--- src/cpc_params.svh ---
// register offsets, field positions, reset values and gain limits of the
// codec power control bank; assumes a word-wide decoded serial control port
`ifndef CPC_PARAMS_SVH
`define CPC_PARAMS_SVH

// ----------------------------------------------------------------------------
// register addresses
// ----------------------------------------------------------------------------
`define CPC_ADDR_W 6
`define CPC_ADDR_AUDIO_CTRL2 6'h04
`define CPC_ADDR_PWR_CTRL 6'h05

// ----------------------------------------------------------------------------
// field positions
// ----------------------------------------------------------------------------
`define CPC_BIT_STEP_RATE 1
`define CPC_BIT_GAIN_FLAG 0
`define CPC_PD_HI 15
`define CPC_PD_LO 6

// ----------------------------------------------------------------------------
// reset values
// ----------------------------------------------------------------------------
`define CPC_PWR_RESET 16'hfffc
`define CPC_AC2_RESET 16'h0000
`define CPC_PD_ALL 10'h3ff

// ----------------------------------------------------------------------------
// gain codes, 0.5 db per code
// ----------------------------------------------------------------------------
`define CPC_DAC_GAIN_W 7
`define CPC_PGA_AGC_FLOOR 8'he8
`define CPC_PGA_MAX 8'h77

`endif

--- src/cpc_pkg.sv ---
// types shared by the codec power control bank
// assumes cpc_params.svh is on the include path
package cpc_pkg;

  // --------------------------------------------------------------------------
  // power control word, msb first as it sits in the register
  // --------------------------------------------------------------------------
  typedef struct packed {
    logic handset_mic_bias_off;
    logic headset_mic_bias_off;
    logic sidetone_off;
    logic speaker_one_off;
    logic speaker_two_off;
    logic dac_off;
    logic adc_off;
    logic virtual_ground_off;
    logic phone_output_off;
    logic loudspeaker_off;
    logic adc_off_done;
    logic dac_left_off_done;
    logic dac_right_off_done;
    logic sidetone_off_done;
    logic effects_filter_on;
    logic deemphasis_on;
  } cpc_pwr_t;

  // completion flags reported by the analog section
  typedef struct packed {
    logic adc_off_done;
    logic dac_left_off_done;
    logic dac_right_off_done;
    logic sidetone_off_done;
  } cpc_done_t;

  // gain state of the input amplifier, 0.5 db per code, signed
  typedef struct packed {
    logic agc_enable;
    logic signed [7:0] applied;
    logic signed [7:0] target;
  } cpc_pga_t;

endpackage : cpc_pkg

--- src/cpc_power_regs.sv ---
// codec power control and audio control 2 (bits 1..0) register bank
// assumes register accesses arrive as decoded words from the serial control
// port, and a one-cycle word clock tick synchronous to clock_i
`include "cpc_params.svh"

// ----------------------------------------------------------------------------
// Operation
// ----------------------------------------------------------------------------
// Operation
// - dac gain moves 0.5 db per word clock, or per two when rate bit set
// - without agc, gain flag is 1 once applied input gain equals setting
// - with agc, gain flag is 1 when gain sits at -12 db or maximum
// - bits 15,14 power down handset and headset mic bias; reset to 1
// - bit 13 powers down analog sidetone when 1; resets to 1
// - bits 12,11 power down speaker outputs one and two; reset to 1
// - bits 10,9 power down dac and adc when 1; reset to 1
// - bit 8 powers down driver virtual ground when 1; resets to 1
// - bits 7,6 power down phone output and loudspeaker; reset to 1
// - read-only bit 5 shows adc power-down complete; resets to 1
// - read-only bits 4,3 show left and right dac power-down complete
// - read-only bit 2 shows sidetone power-down complete; resets to 1
// - bit 1 enables the effects filter; resets to 0
// - bit 0 enables the de-emphasis filter; resets to 0
// - with bits 15 to 6 all set, whole codec section is powered down
module cpc_power_regs (
  input wire logic clock_i, // 125 mhz system clock
  input wire logic reset_i, // synchronous, active high
  input wire logic enable_i, // clock enable, freezes all state when low
  input wire logic [`CPC_ADDR_W-1:0] reg_addr_i, // register address
  input wire logic reg_wr_i, // write strobe, one cycle
  input wire logic [15:0] reg_wdata_i, // write data
  input wire logic reg_rd_i, // read strobe, one cycle
  output logic [15:0] reg_rdata_o, // read data, registered
  output logic reg_rvalid_o, // read data valid, one cycle
  input wire logic word_tick_i, // one pulse per audio word clock
  input wire logic [`CPC_DAC_GAIN_W-1:0] dac_left_target_i, // programmed left gain
  input wire logic [`CPC_DAC_GAIN_W-1:0] dac_right_target_i, // programmed right gain
  output logic [`CPC_DAC_GAIN_W-1:0] dac_left_gain_o, // applied left gain
  output logic [`CPC_DAC_GAIN_W-1:0] dac_right_gain_o, // applied right gain
  input wire cpc_pkg::cpc_pga_t pga_i, // input amplifier gain state
  input wire cpc_pkg::cpc_done_t done_i, // power-down completion from analog
  output cpc_pkg::cpc_pwr_t pwr_o, // power control word as stored
  output logic dac_gain_step_rate_o, // soft-step rate bit
  output logic codec_all_off_o // whole codec section powered down
);
  import cpc_pkg::*;

  // --------------------------------------------------------------------------
  // helpers
  // --------------------------------------------------------------------------
  // one code toward the target, used for both dac channels
  function automatic logic [`CPC_DAC_GAIN_W-1:0] step_toward(
    input logic [`CPC_DAC_GAIN_W-1:0] cur,
    input logic [`CPC_DAC_GAIN_W-1:0] tgt
  );
    logic [`CPC_DAC_GAIN_W-1:0] res;
    res = cur;
    if (cur < tgt)
    begin
      res = cur + `CPC_DAC_GAIN_W'(1);
    end
    else if (cur > tgt)
    begin
      res = cur - `CPC_DAC_GAIN_W'(1);
    end
    return res;
  endfunction : step_toward

  // --------------------------------------------------------------------------
  // state
  // --------------------------------------------------------------------------
  cpc_pwr_t pwr;
  logic step_rate;
  logic gain_flag;
  logic next_gain_flag;
  logic half_tick;
  logic step_now;
  logic [15:0] next_rdata;
  logic wr_pwr;
  logic wr_ac2;

  assign wr_pwr = enable_i && reg_wr_i && (reg_addr_i == `CPC_ADDR_PWR_CTRL);
  assign wr_ac2 = enable_i && reg_wr_i && (reg_addr_i == `CPC_ADDR_AUDIO_CTRL2);

  // --------------------------------------------------------------------------
  // writable power-down and filter bits
  // --------------------------------------------------------------------------
  always_ff @(posedge clock_i)
  begin
    if (reset_i)
    begin
      pwr.handset_mic_bias_off <= 1'b1;
      pwr.headset_mic_bias_off <= 1'b1;
      pwr.sidetone_off <= 1'b1;
      pwr.speaker_one_off <= 1'b1;
      pwr.speaker_two_off <= 1'b1;
      pwr.dac_off <= 1'b1;
      pwr.adc_off <= 1'b1;
      pwr.virtual_ground_off <= 1'b1;
      pwr.phone_output_off <= 1'b1;
      pwr.loudspeaker_off <= 1'b1;
      pwr.effects_filter_on <= 1'b0;
      pwr.deemphasis_on <= 1'b0;
      pwr.adc_off_done <= 1'b1;
      pwr.dac_left_off_done <= 1'b1;
      pwr.dac_right_off_done <= 1'b1;
      pwr.sidetone_off_done <= 1'b1;
    end
    else if (enable_i)
    begin
      // completion flags follow the analog section; one process keeps one driver
      pwr.adc_off_done <= done_i.adc_off_done;
      pwr.dac_left_off_done <= done_i.dac_left_off_done;
      pwr.dac_right_off_done <= done_i.dac_right_off_done;
      pwr.sidetone_off_done <= done_i.sidetone_off_done;
      if (wr_pwr)
      begin
        // the completion flag lanes of the write word are dropped here
        pwr.handset_mic_bias_off <= reg_wdata_i[15];
        pwr.headset_mic_bias_off <= reg_wdata_i[14];
        pwr.sidetone_off <= reg_wdata_i[13];
        pwr.speaker_one_off <= reg_wdata_i[12];
        pwr.speaker_two_off <= reg_wdata_i[11];
        pwr.dac_off <= reg_wdata_i[10];
        pwr.adc_off <= reg_wdata_i[9];
        pwr.virtual_ground_off <= reg_wdata_i[8];
        pwr.phone_output_off <= reg_wdata_i[7];
        pwr.loudspeaker_off <= reg_wdata_i[6];
        pwr.effects_filter_on <= reg_wdata_i[1];
        pwr.deemphasis_on <= reg_wdata_i[0];
      end
    end
  end

  // --------------------------------------------------------------------------
  // audio control 2 low bits
  // --------------------------------------------------------------------------
  always_ff @(posedge clock_i)
  begin
    if (reset_i)
    begin
      step_rate <= 1'b0;
    end
    else if (wr_ac2)
    begin
      step_rate <= reg_wdata_i[`CPC_BIT_STEP_RATE];
    end
  end

  // flag is registered on every enabled clock, so a read returns the gain state of one cycle earlier
  always_comb
  begin
    if (pga_i.agc_enable)
    begin
      next_gain_flag = (pga_i.applied == `CPC_PGA_AGC_FLOOR) ||
                       (pga_i.applied == `CPC_PGA_MAX);
    end
    else
    begin
      next_gain_flag = (pga_i.applied == pga_i.target);
    end
  end

  always_ff @(posedge clock_i)
  begin
    if (reset_i)
    begin
      gain_flag <= 1'b0;
    end
    else if (enable_i)
    begin
      gain_flag <= next_gain_flag;
    end
  end

  // --------------------------------------------------------------------------
  // dac gain soft-stepping
  // --------------------------------------------------------------------------
  // the half-rate phase restarts with the rate bit, so a slow step never
  // lands on the first tick after switching
  assign step_now = enable_i && word_tick_i && (!step_rate || half_tick);

  always_ff @(posedge clock_i)
  begin
    if (reset_i || wr_ac2)
    begin
      half_tick <= 1'b0;
    end
    else if (enable_i && word_tick_i)
    begin
      half_tick <= !half_tick;
    end
  end

  always_ff @(posedge clock_i)
  begin
    if (reset_i)
    begin
      dac_left_gain_o <= '0;
      dac_right_gain_o <= '0;
    end
    else if (step_now)
    begin
      dac_left_gain_o <= step_toward(dac_left_gain_o, dac_left_target_i);
      dac_right_gain_o <= step_toward(dac_right_gain_o, dac_right_target_i);
    end
  end

  // --------------------------------------------------------------------------
  // read port
  // --------------------------------------------------------------------------
  always_comb
  begin
    next_rdata = 16'h0000;
    if (reg_addr_i == `CPC_ADDR_PWR_CTRL)
    begin
      next_rdata = pwr;
    end
    else if (reg_addr_i == `CPC_ADDR_AUDIO_CTRL2)
    begin
      next_rdata[`CPC_BIT_STEP_RATE] = step_rate;
      next_rdata[`CPC_BIT_GAIN_FLAG] = gain_flag;
    end
  end

  always_ff @(posedge clock_i)
  begin
    if (reset_i)
    begin
      reg_rdata_o <= 16'h0000;
      reg_rvalid_o <= 1'b0;
    end
    else if (enable_i)
    begin
      reg_rvalid_o <= reg_rd_i;
      if (reg_rd_i)
      begin
        reg_rdata_o <= next_rdata;
      end
    end
  end

  assign pwr_o = pwr;
  assign dac_gain_step_rate_o = step_rate;
  assign codec_all_off_o = (pwr[`CPC_PD_HI:`CPC_PD_LO] == `CPC_PD_ALL);
endmodule : cpc_power_regs

--- config.mk ---
export PLATFORM = sky130hd
export DESIGN_NAME = cpc_power_regs
export DESIGN_NICKNAME = d
export VERILOG_FILES = /design/src/cpc_pkg.sv /design/src/cpc_power_regs.sv
export VERILOG_INCLUDE_DIRS = /design/src
export SDC_FILE = /design/constraint.sdc
export NUM_CORES = 1
export LEC_CHECK = 0
export ABC_AREA = 0
export BUFFER_PORTS_ARGS = -buffer_cell sky130_fd_sc_hd__buf_2
export CORE_MARGIN = 4
export CORE_UTILIZATION = 40
export CTS_BUF_LIST = sky130_fd_sc_hd__clkbuf_16
export CTS_CLUSTER_SIZE = 16
export DETAILED_ROUTE_END_ITERATION = 6
export GPL_ROUTABILITY_DRIVEN = 0
export PLACE_DENSITY = 0.77
export SYNTH_ARGS = -nofsm -noshare
export SYNTH_HDL_FRONTEND = slang
export SYNTH_SLANG_ARGS = --single-unit
--- constraint.sdc ---
create_clock -name clock_i -period 3.7 [get_ports clock_i]
set_input_delay 0.185 -clock clock_i [delete_from_list [all_inputs] [get_ports clock_i]]
set_output_delay 0.185 -clock clock_i [all_outputs]
set_load 0.02 [all_outputs]
### Word level (Yosys, flattened, before mapping)

Index checks and enable logic that the tools add are counted.

| cells by class | value |
|---|---|
| add/subtract/negate cells | 4 |
| magnitude comparators | 4 |
| eq/ne operators | 6 |
| mux-type cells | 8 |
| reductions and logical operators | 16 |

Operators by type and width:

| kind | count |
|---|---|
| 7-bit two-way mux | 4 |
| 7-bit by 1-bit adder with 7-bit output, second input constant | 2 |
| 7-bit greater-than comparator | 2 |
| 7-bit < comparator | 2 |
| 14-bit two-way mux | 1 |
| 7-bit by 1-bit subtractor with 7-bit output, second input constant | 2 |
| 6-bit by 3-bit == test with 1-bit output, second input constant | 2 |
| 10-bit == test, second input constant | 1 |
| 8-bit by 7-bit == test with 1-bit output, second input constant | 1 |
| 8-bit == test | 1 |
| 8-bit == test, second input constant | 1 |
| 2-bit AND reduction | 4 |
| 1-bit logical AND | 5 |
| 2-bit two-way mux | 2 |
| 2-bit nonzero test | 2 |
| 1-bit logical OR | 3 |
| 1-bit zero test | 2 |
| 1-bit two-way mux | 1 |

| word-level totals | value |
|---|---|
| flip-flop bits (word level) | 50 |
| input port bits | 63 |
| output and inout bits | 49 |
| logic and storage cells | 61 |

### Depth between registers and ports, before layout

| logic depth | value |
|---|---|
| depth after elaboration | 4 |
| gate-level depth with buffers | 11 |

### Least setup slack after synthesis

No wires, ideal clock.

| timing | value |
|---|---|
| path kind | register to register |
| start point | register dac_left_gain_o[3] |
| end point | register dac_left_gain_o[6] |
| library setup time | 123 ps |
| arrival | 3050 ps |
| required time | 3577 ps |
| slack | 527 ps |
| cell stages (with the launch flop) | 11 |
| buffers on the path | 0 |
| path through | dfxtp_1 > ha_1 > and4_1 > a21boi_0 > or2_2 > ha_1 > a211oi_1 > o21a_1 > or4_1 > a211oi_2 > mux2_1 |

| on the way | value |
|---|---|
| word-level cells in the longest chain between the ends | 3 |

RTL lines:

| what | line | RTL |
|---|---|---|
| start, declared | cpc_power_regs.sv:38 | `` output logic [`CPC_DAC_GAIN_W-1:0] dac_left_gain_o, `` |
| start signal, assigned | cpc_power_regs.sv:204 | `dac_left_gain_o <= step_toward(dac_left_gain_o, dac_left_target_i);` |
| 7-bit by 1-bit subtractor with 7-bit output, or another cell as far along | cpc_power_regs.sv:64 | `` res = cur - `CPC_DAC_GAIN_W'(1); `` |
| 7-bit two-way mux or 2-bit nonzero test (tied branches) | n/a |  |
| 7-bit two-way mux or 2-bit AND reduction (tied branches) | n/a |  |

Parallel ways exist; a longest one is shown, timed or not. The select of a mux whose other input is x is not followed.
A chain may end at the register's enable or synchronous reset.

### Worst setup path in the final report

| timing | value |
|---|---|
| start point | register dac_left_gain_o[2] |
| end point | register dac_left_gain_o[6] |

The elaborated chain is that of the path after synthesis.

==> flow_summary.ini <==
[timing]
layout_min_cycle_time_ps = 3300
report.final.slew_viol_count = 0
finalCritPeriodShare_pct = 89.1
fmax_ghz = 0.303
finClkSkew_ps = 5.96
finalSetupViolations = 0
final-hold-violation-count = 0
rsz0062_at_grt = no
tightest_slew_ps = 978
slew_headroom_pct = 34.8
tns_ps = 0

[power]
fin_total_pwr_uw = 1150
swShare_pct = 24.9
netSwitchingPower_uw = 287
pwr_density_cell_nw_per_um2 = 318
ir_worst_vdd_v = 0.000208
combinationalPowerShare_pct = 12.6
seq_power_share_pct = 48.5
p_clk_share_pct = 38.9
leakagePower_uw = 0.00174
intPower_uw = 864

[critical_path]
reg2reg_from = dac_left_gain_o[2]
arrival_ps = 3470
criticalPathCategory = flip-flop to flip-flop
critPathRequiredTime_ps = 3870
worst_setup_path_end_kind = flip-flop
ff2ff_path_depth = 10
r2r_end = dac_left_gain_o[6]
critPathLaunchType = flip-flop
reg2reg_slack_ps = 400
cp_max_fo = 7

[grt]
antenna_found_initial = 0
grt.total_usage_pct = 16.4
overflow = 0
grt_pass1_vias = 2718
grt_max_degree = 55
grt_pass1_wl_mm = 11.8

[floorplanning]
dieHeight_um = 92.8
io_pins = 112
rows = 30
coreArea_um2 = 6910
die_w_um = 92.8
dieArea_um2 = 8610
start_util_pct = 41.6

[clock_tree]
insertion_delay_ps = 290
clock_sink_count = 50
cts_tree = built
hold_buffers = 0
postCtsSetupBuffers = 0
cts_root_buf = clkbuf_16
clk_pin_slew_ps = 70
cts_buffer_depth = 2
htreeDepth = 2
numCtsBuffers = 5
post_cts_resized = 0

[worst_hold_path]
holdPathEnd = pwr_o[5]
hold_depth = 2
min_from = done_i[3]
worst_hold_path_type = primary input to flip-flop

[drt]
dr.pass1.iters = 4
vias = 2782
via_per_inst = 5.24
drt_wl_total_mm = 7.13
wire_per_inst_um = 13.4
drc_errors = 0
drtIter0Drc = 72
postRouteAntennaNets = 0

[synth]
syn_nets = 426
ys_ff_latch = 50
synth_area_um2 = 2880
async_flop_share_pct = 0
yosysWarnings = 0
synth_area_per_cell_um2 = 8.56
ys_types = 45
synthFlopType = dfxtp_1
synth_cells = 336
synth-seq-area-share_pct = 34.8
synth_edf_count = 0

[layout]
nFillCells = 678
final_nets = 524
areaGrowthSynthToFinish_pct = 25.7
layout-drive-gt1-share_pct = 27.6
antennaDiodeCount = 0

[place]
hpwl_mm = 5.51
portBuffers = 107

[status]
status = complete, no violations

[job]
cap_violations = 0
==> power groups by stage <==
| stage | clock network, uW | logic (uW) | registers (uW) |
|---|---|---|---|
| 3_3_place_gp | 0 | 141 | 570 |
| 5_1_grt | 483 | 163 | 560 |
| 3_5_place_dp | 0 | 146 | 571 |
| 4_1_cts | 458 | 147 | 559 |
| 6_report | 448 | 145 | 558 |
| 2_1_floorplan | 0 | 77.1 | 580 |
==> worst max-delay path, cell delays in order (launching register included) <==
cell	delay, ps
dfxtp_1	400
ha_1	280
a21oi_1	220
a21boi_0	180
or2_2	400
ha_1	390
a211oi_1	110
o21a_1	200
or4_1	480
a211oi_2	200
mux2_1	330
==> metal layers <==
metal / global-route usage (%) / share of wire [%] / vias to the layer above / wire length (um)
met1: 18.8 / 42 / 1290 / 3030
met2: 30.4 / 50 / 77 / 3590
li1: - / - / 1407 / -
met4: 3.79 / 1.2 / 0 / 88
met3: 4.22 / 5.9 / 8 / 420
met5: 0 / 0 / - / 0
==> layout make-up <==
type	count	area, um2	share of cell area [%]
multi-input cells	255	1760	48.6
flip-flops and latches	50	1000	27.7
repair buffers	107	536	14.8
clock buffers	5	125	3.46
well taps	96	120	3.32
inverters	15	56.3	1.56
clock inverters	3	20.0	0.554
==> through the flow <==
stage          hold WS, ps  setup WS [ps]  utilization, %  cells  cell area, um2
6_report               103            403            52.3    531            3610
5_1_grt                103            222            52.3    531            3610
4_1_cts                101            419            52.3    531            3610
3_5_place_dp           401            441            50.2    523            3470
3_3_place_gp           391            513            50.2    523            3470
2_1_floorplan          307            527               -    336            2880
==> synthesized netlist by cell type, types with 4 or more instances <==
master	count	area, um2
a211o_1	4	35.0
a211oi_1	4	30.0
a21o_1	4	30.0
a21oi_1	26	130
a22oi_1	16	120
and4_1	5	43.8
clkbuf_1	14	52.6
dfxtp_1	50	1000
ha_1	25	313
inv_1	15	56.3
nand2_1	31	116
nand3_1	9	45.0
nand3b_1	12	90.1
nand4_1	5	31.3
nor2_1	27	101
nor2b_1	8	50.1
o21a_1	4	30.0
o21ai_0	17	85.1
xnor2_1	13	114
==> placed cells by master, fill, tap and decap left out, types with 2 or more instances in the layout <==
cell type	n
buf_2	107
dfxtp_1	50
nand2_1	31
nor2_1	27
a21oi_1	26
ha_1	25
o21ai_0	17
a22oi_1	16
inv_1	15
xnor2_1	13
nand3b_1	12
nand3_1	9
nor2b_1	8
and4_1	5
nand4_1	5
clkbuf_16	5
o21a_1	4
a211oi_1	4
a21o_1	4
a211o_1	4
nor3_1	3
mux2i_1	3
xor2_1	3
a311oi_1	3
a21boi_0	2
or2_2	2
nand2b_1	2
o21bai_1	2
o41ai_1	2
o21ai_1	2
nand4b_1	2
nor3b_1	2
or4_1	2
o22ai_1	2
a211oi_2	2
mux2_1	2
fa_1	2
==> cells by family (layout without fill, tap and decap cells) <==
kind of cell    count (synthesis)  in the layout  share of synthesized area (%)
buf+inv                        31            130                           4.09
simple gates                  114            114                           21.0
fa+ha+maj                      27             27                           12.3
mux                             5              5                           1.83
xor+xnor                       16             16                           4.87
flops                          50             50                           34.8
compound gates                 93             93                           21.1
==> how the worst max path moves through the flow <==
stage,from,end,cells past startpoint
floorplan,dac_left_gain_o[3],dac_left_gain_o[6],10
global placement,dac_left_gain_o[3],dac_left_gain_o[6],10
detailed placement,dac_left_gain_o[3],dac_left_gain_o[6],10
CTS,dac_left_gain_o[3],dac_left_gain_o[6],10
global route,dac_left_gain_o[2],dac_left_gain_o[6],10
finish,dac_left_gain_o[2],dac_left_gain_o[6],10
==> flip-flops by register name, summed over array words and instances, names as in the netlist <==
name	count
pwr_o	16
dac_gain_step_rate_o	1
reg_rdata_o	16
gain_flag	1
dac_left_gain_o	7
half_tick	1
reg_rvalid_o	1
dac_right_gain_o	7
Power figures use the tool's default switching activity.
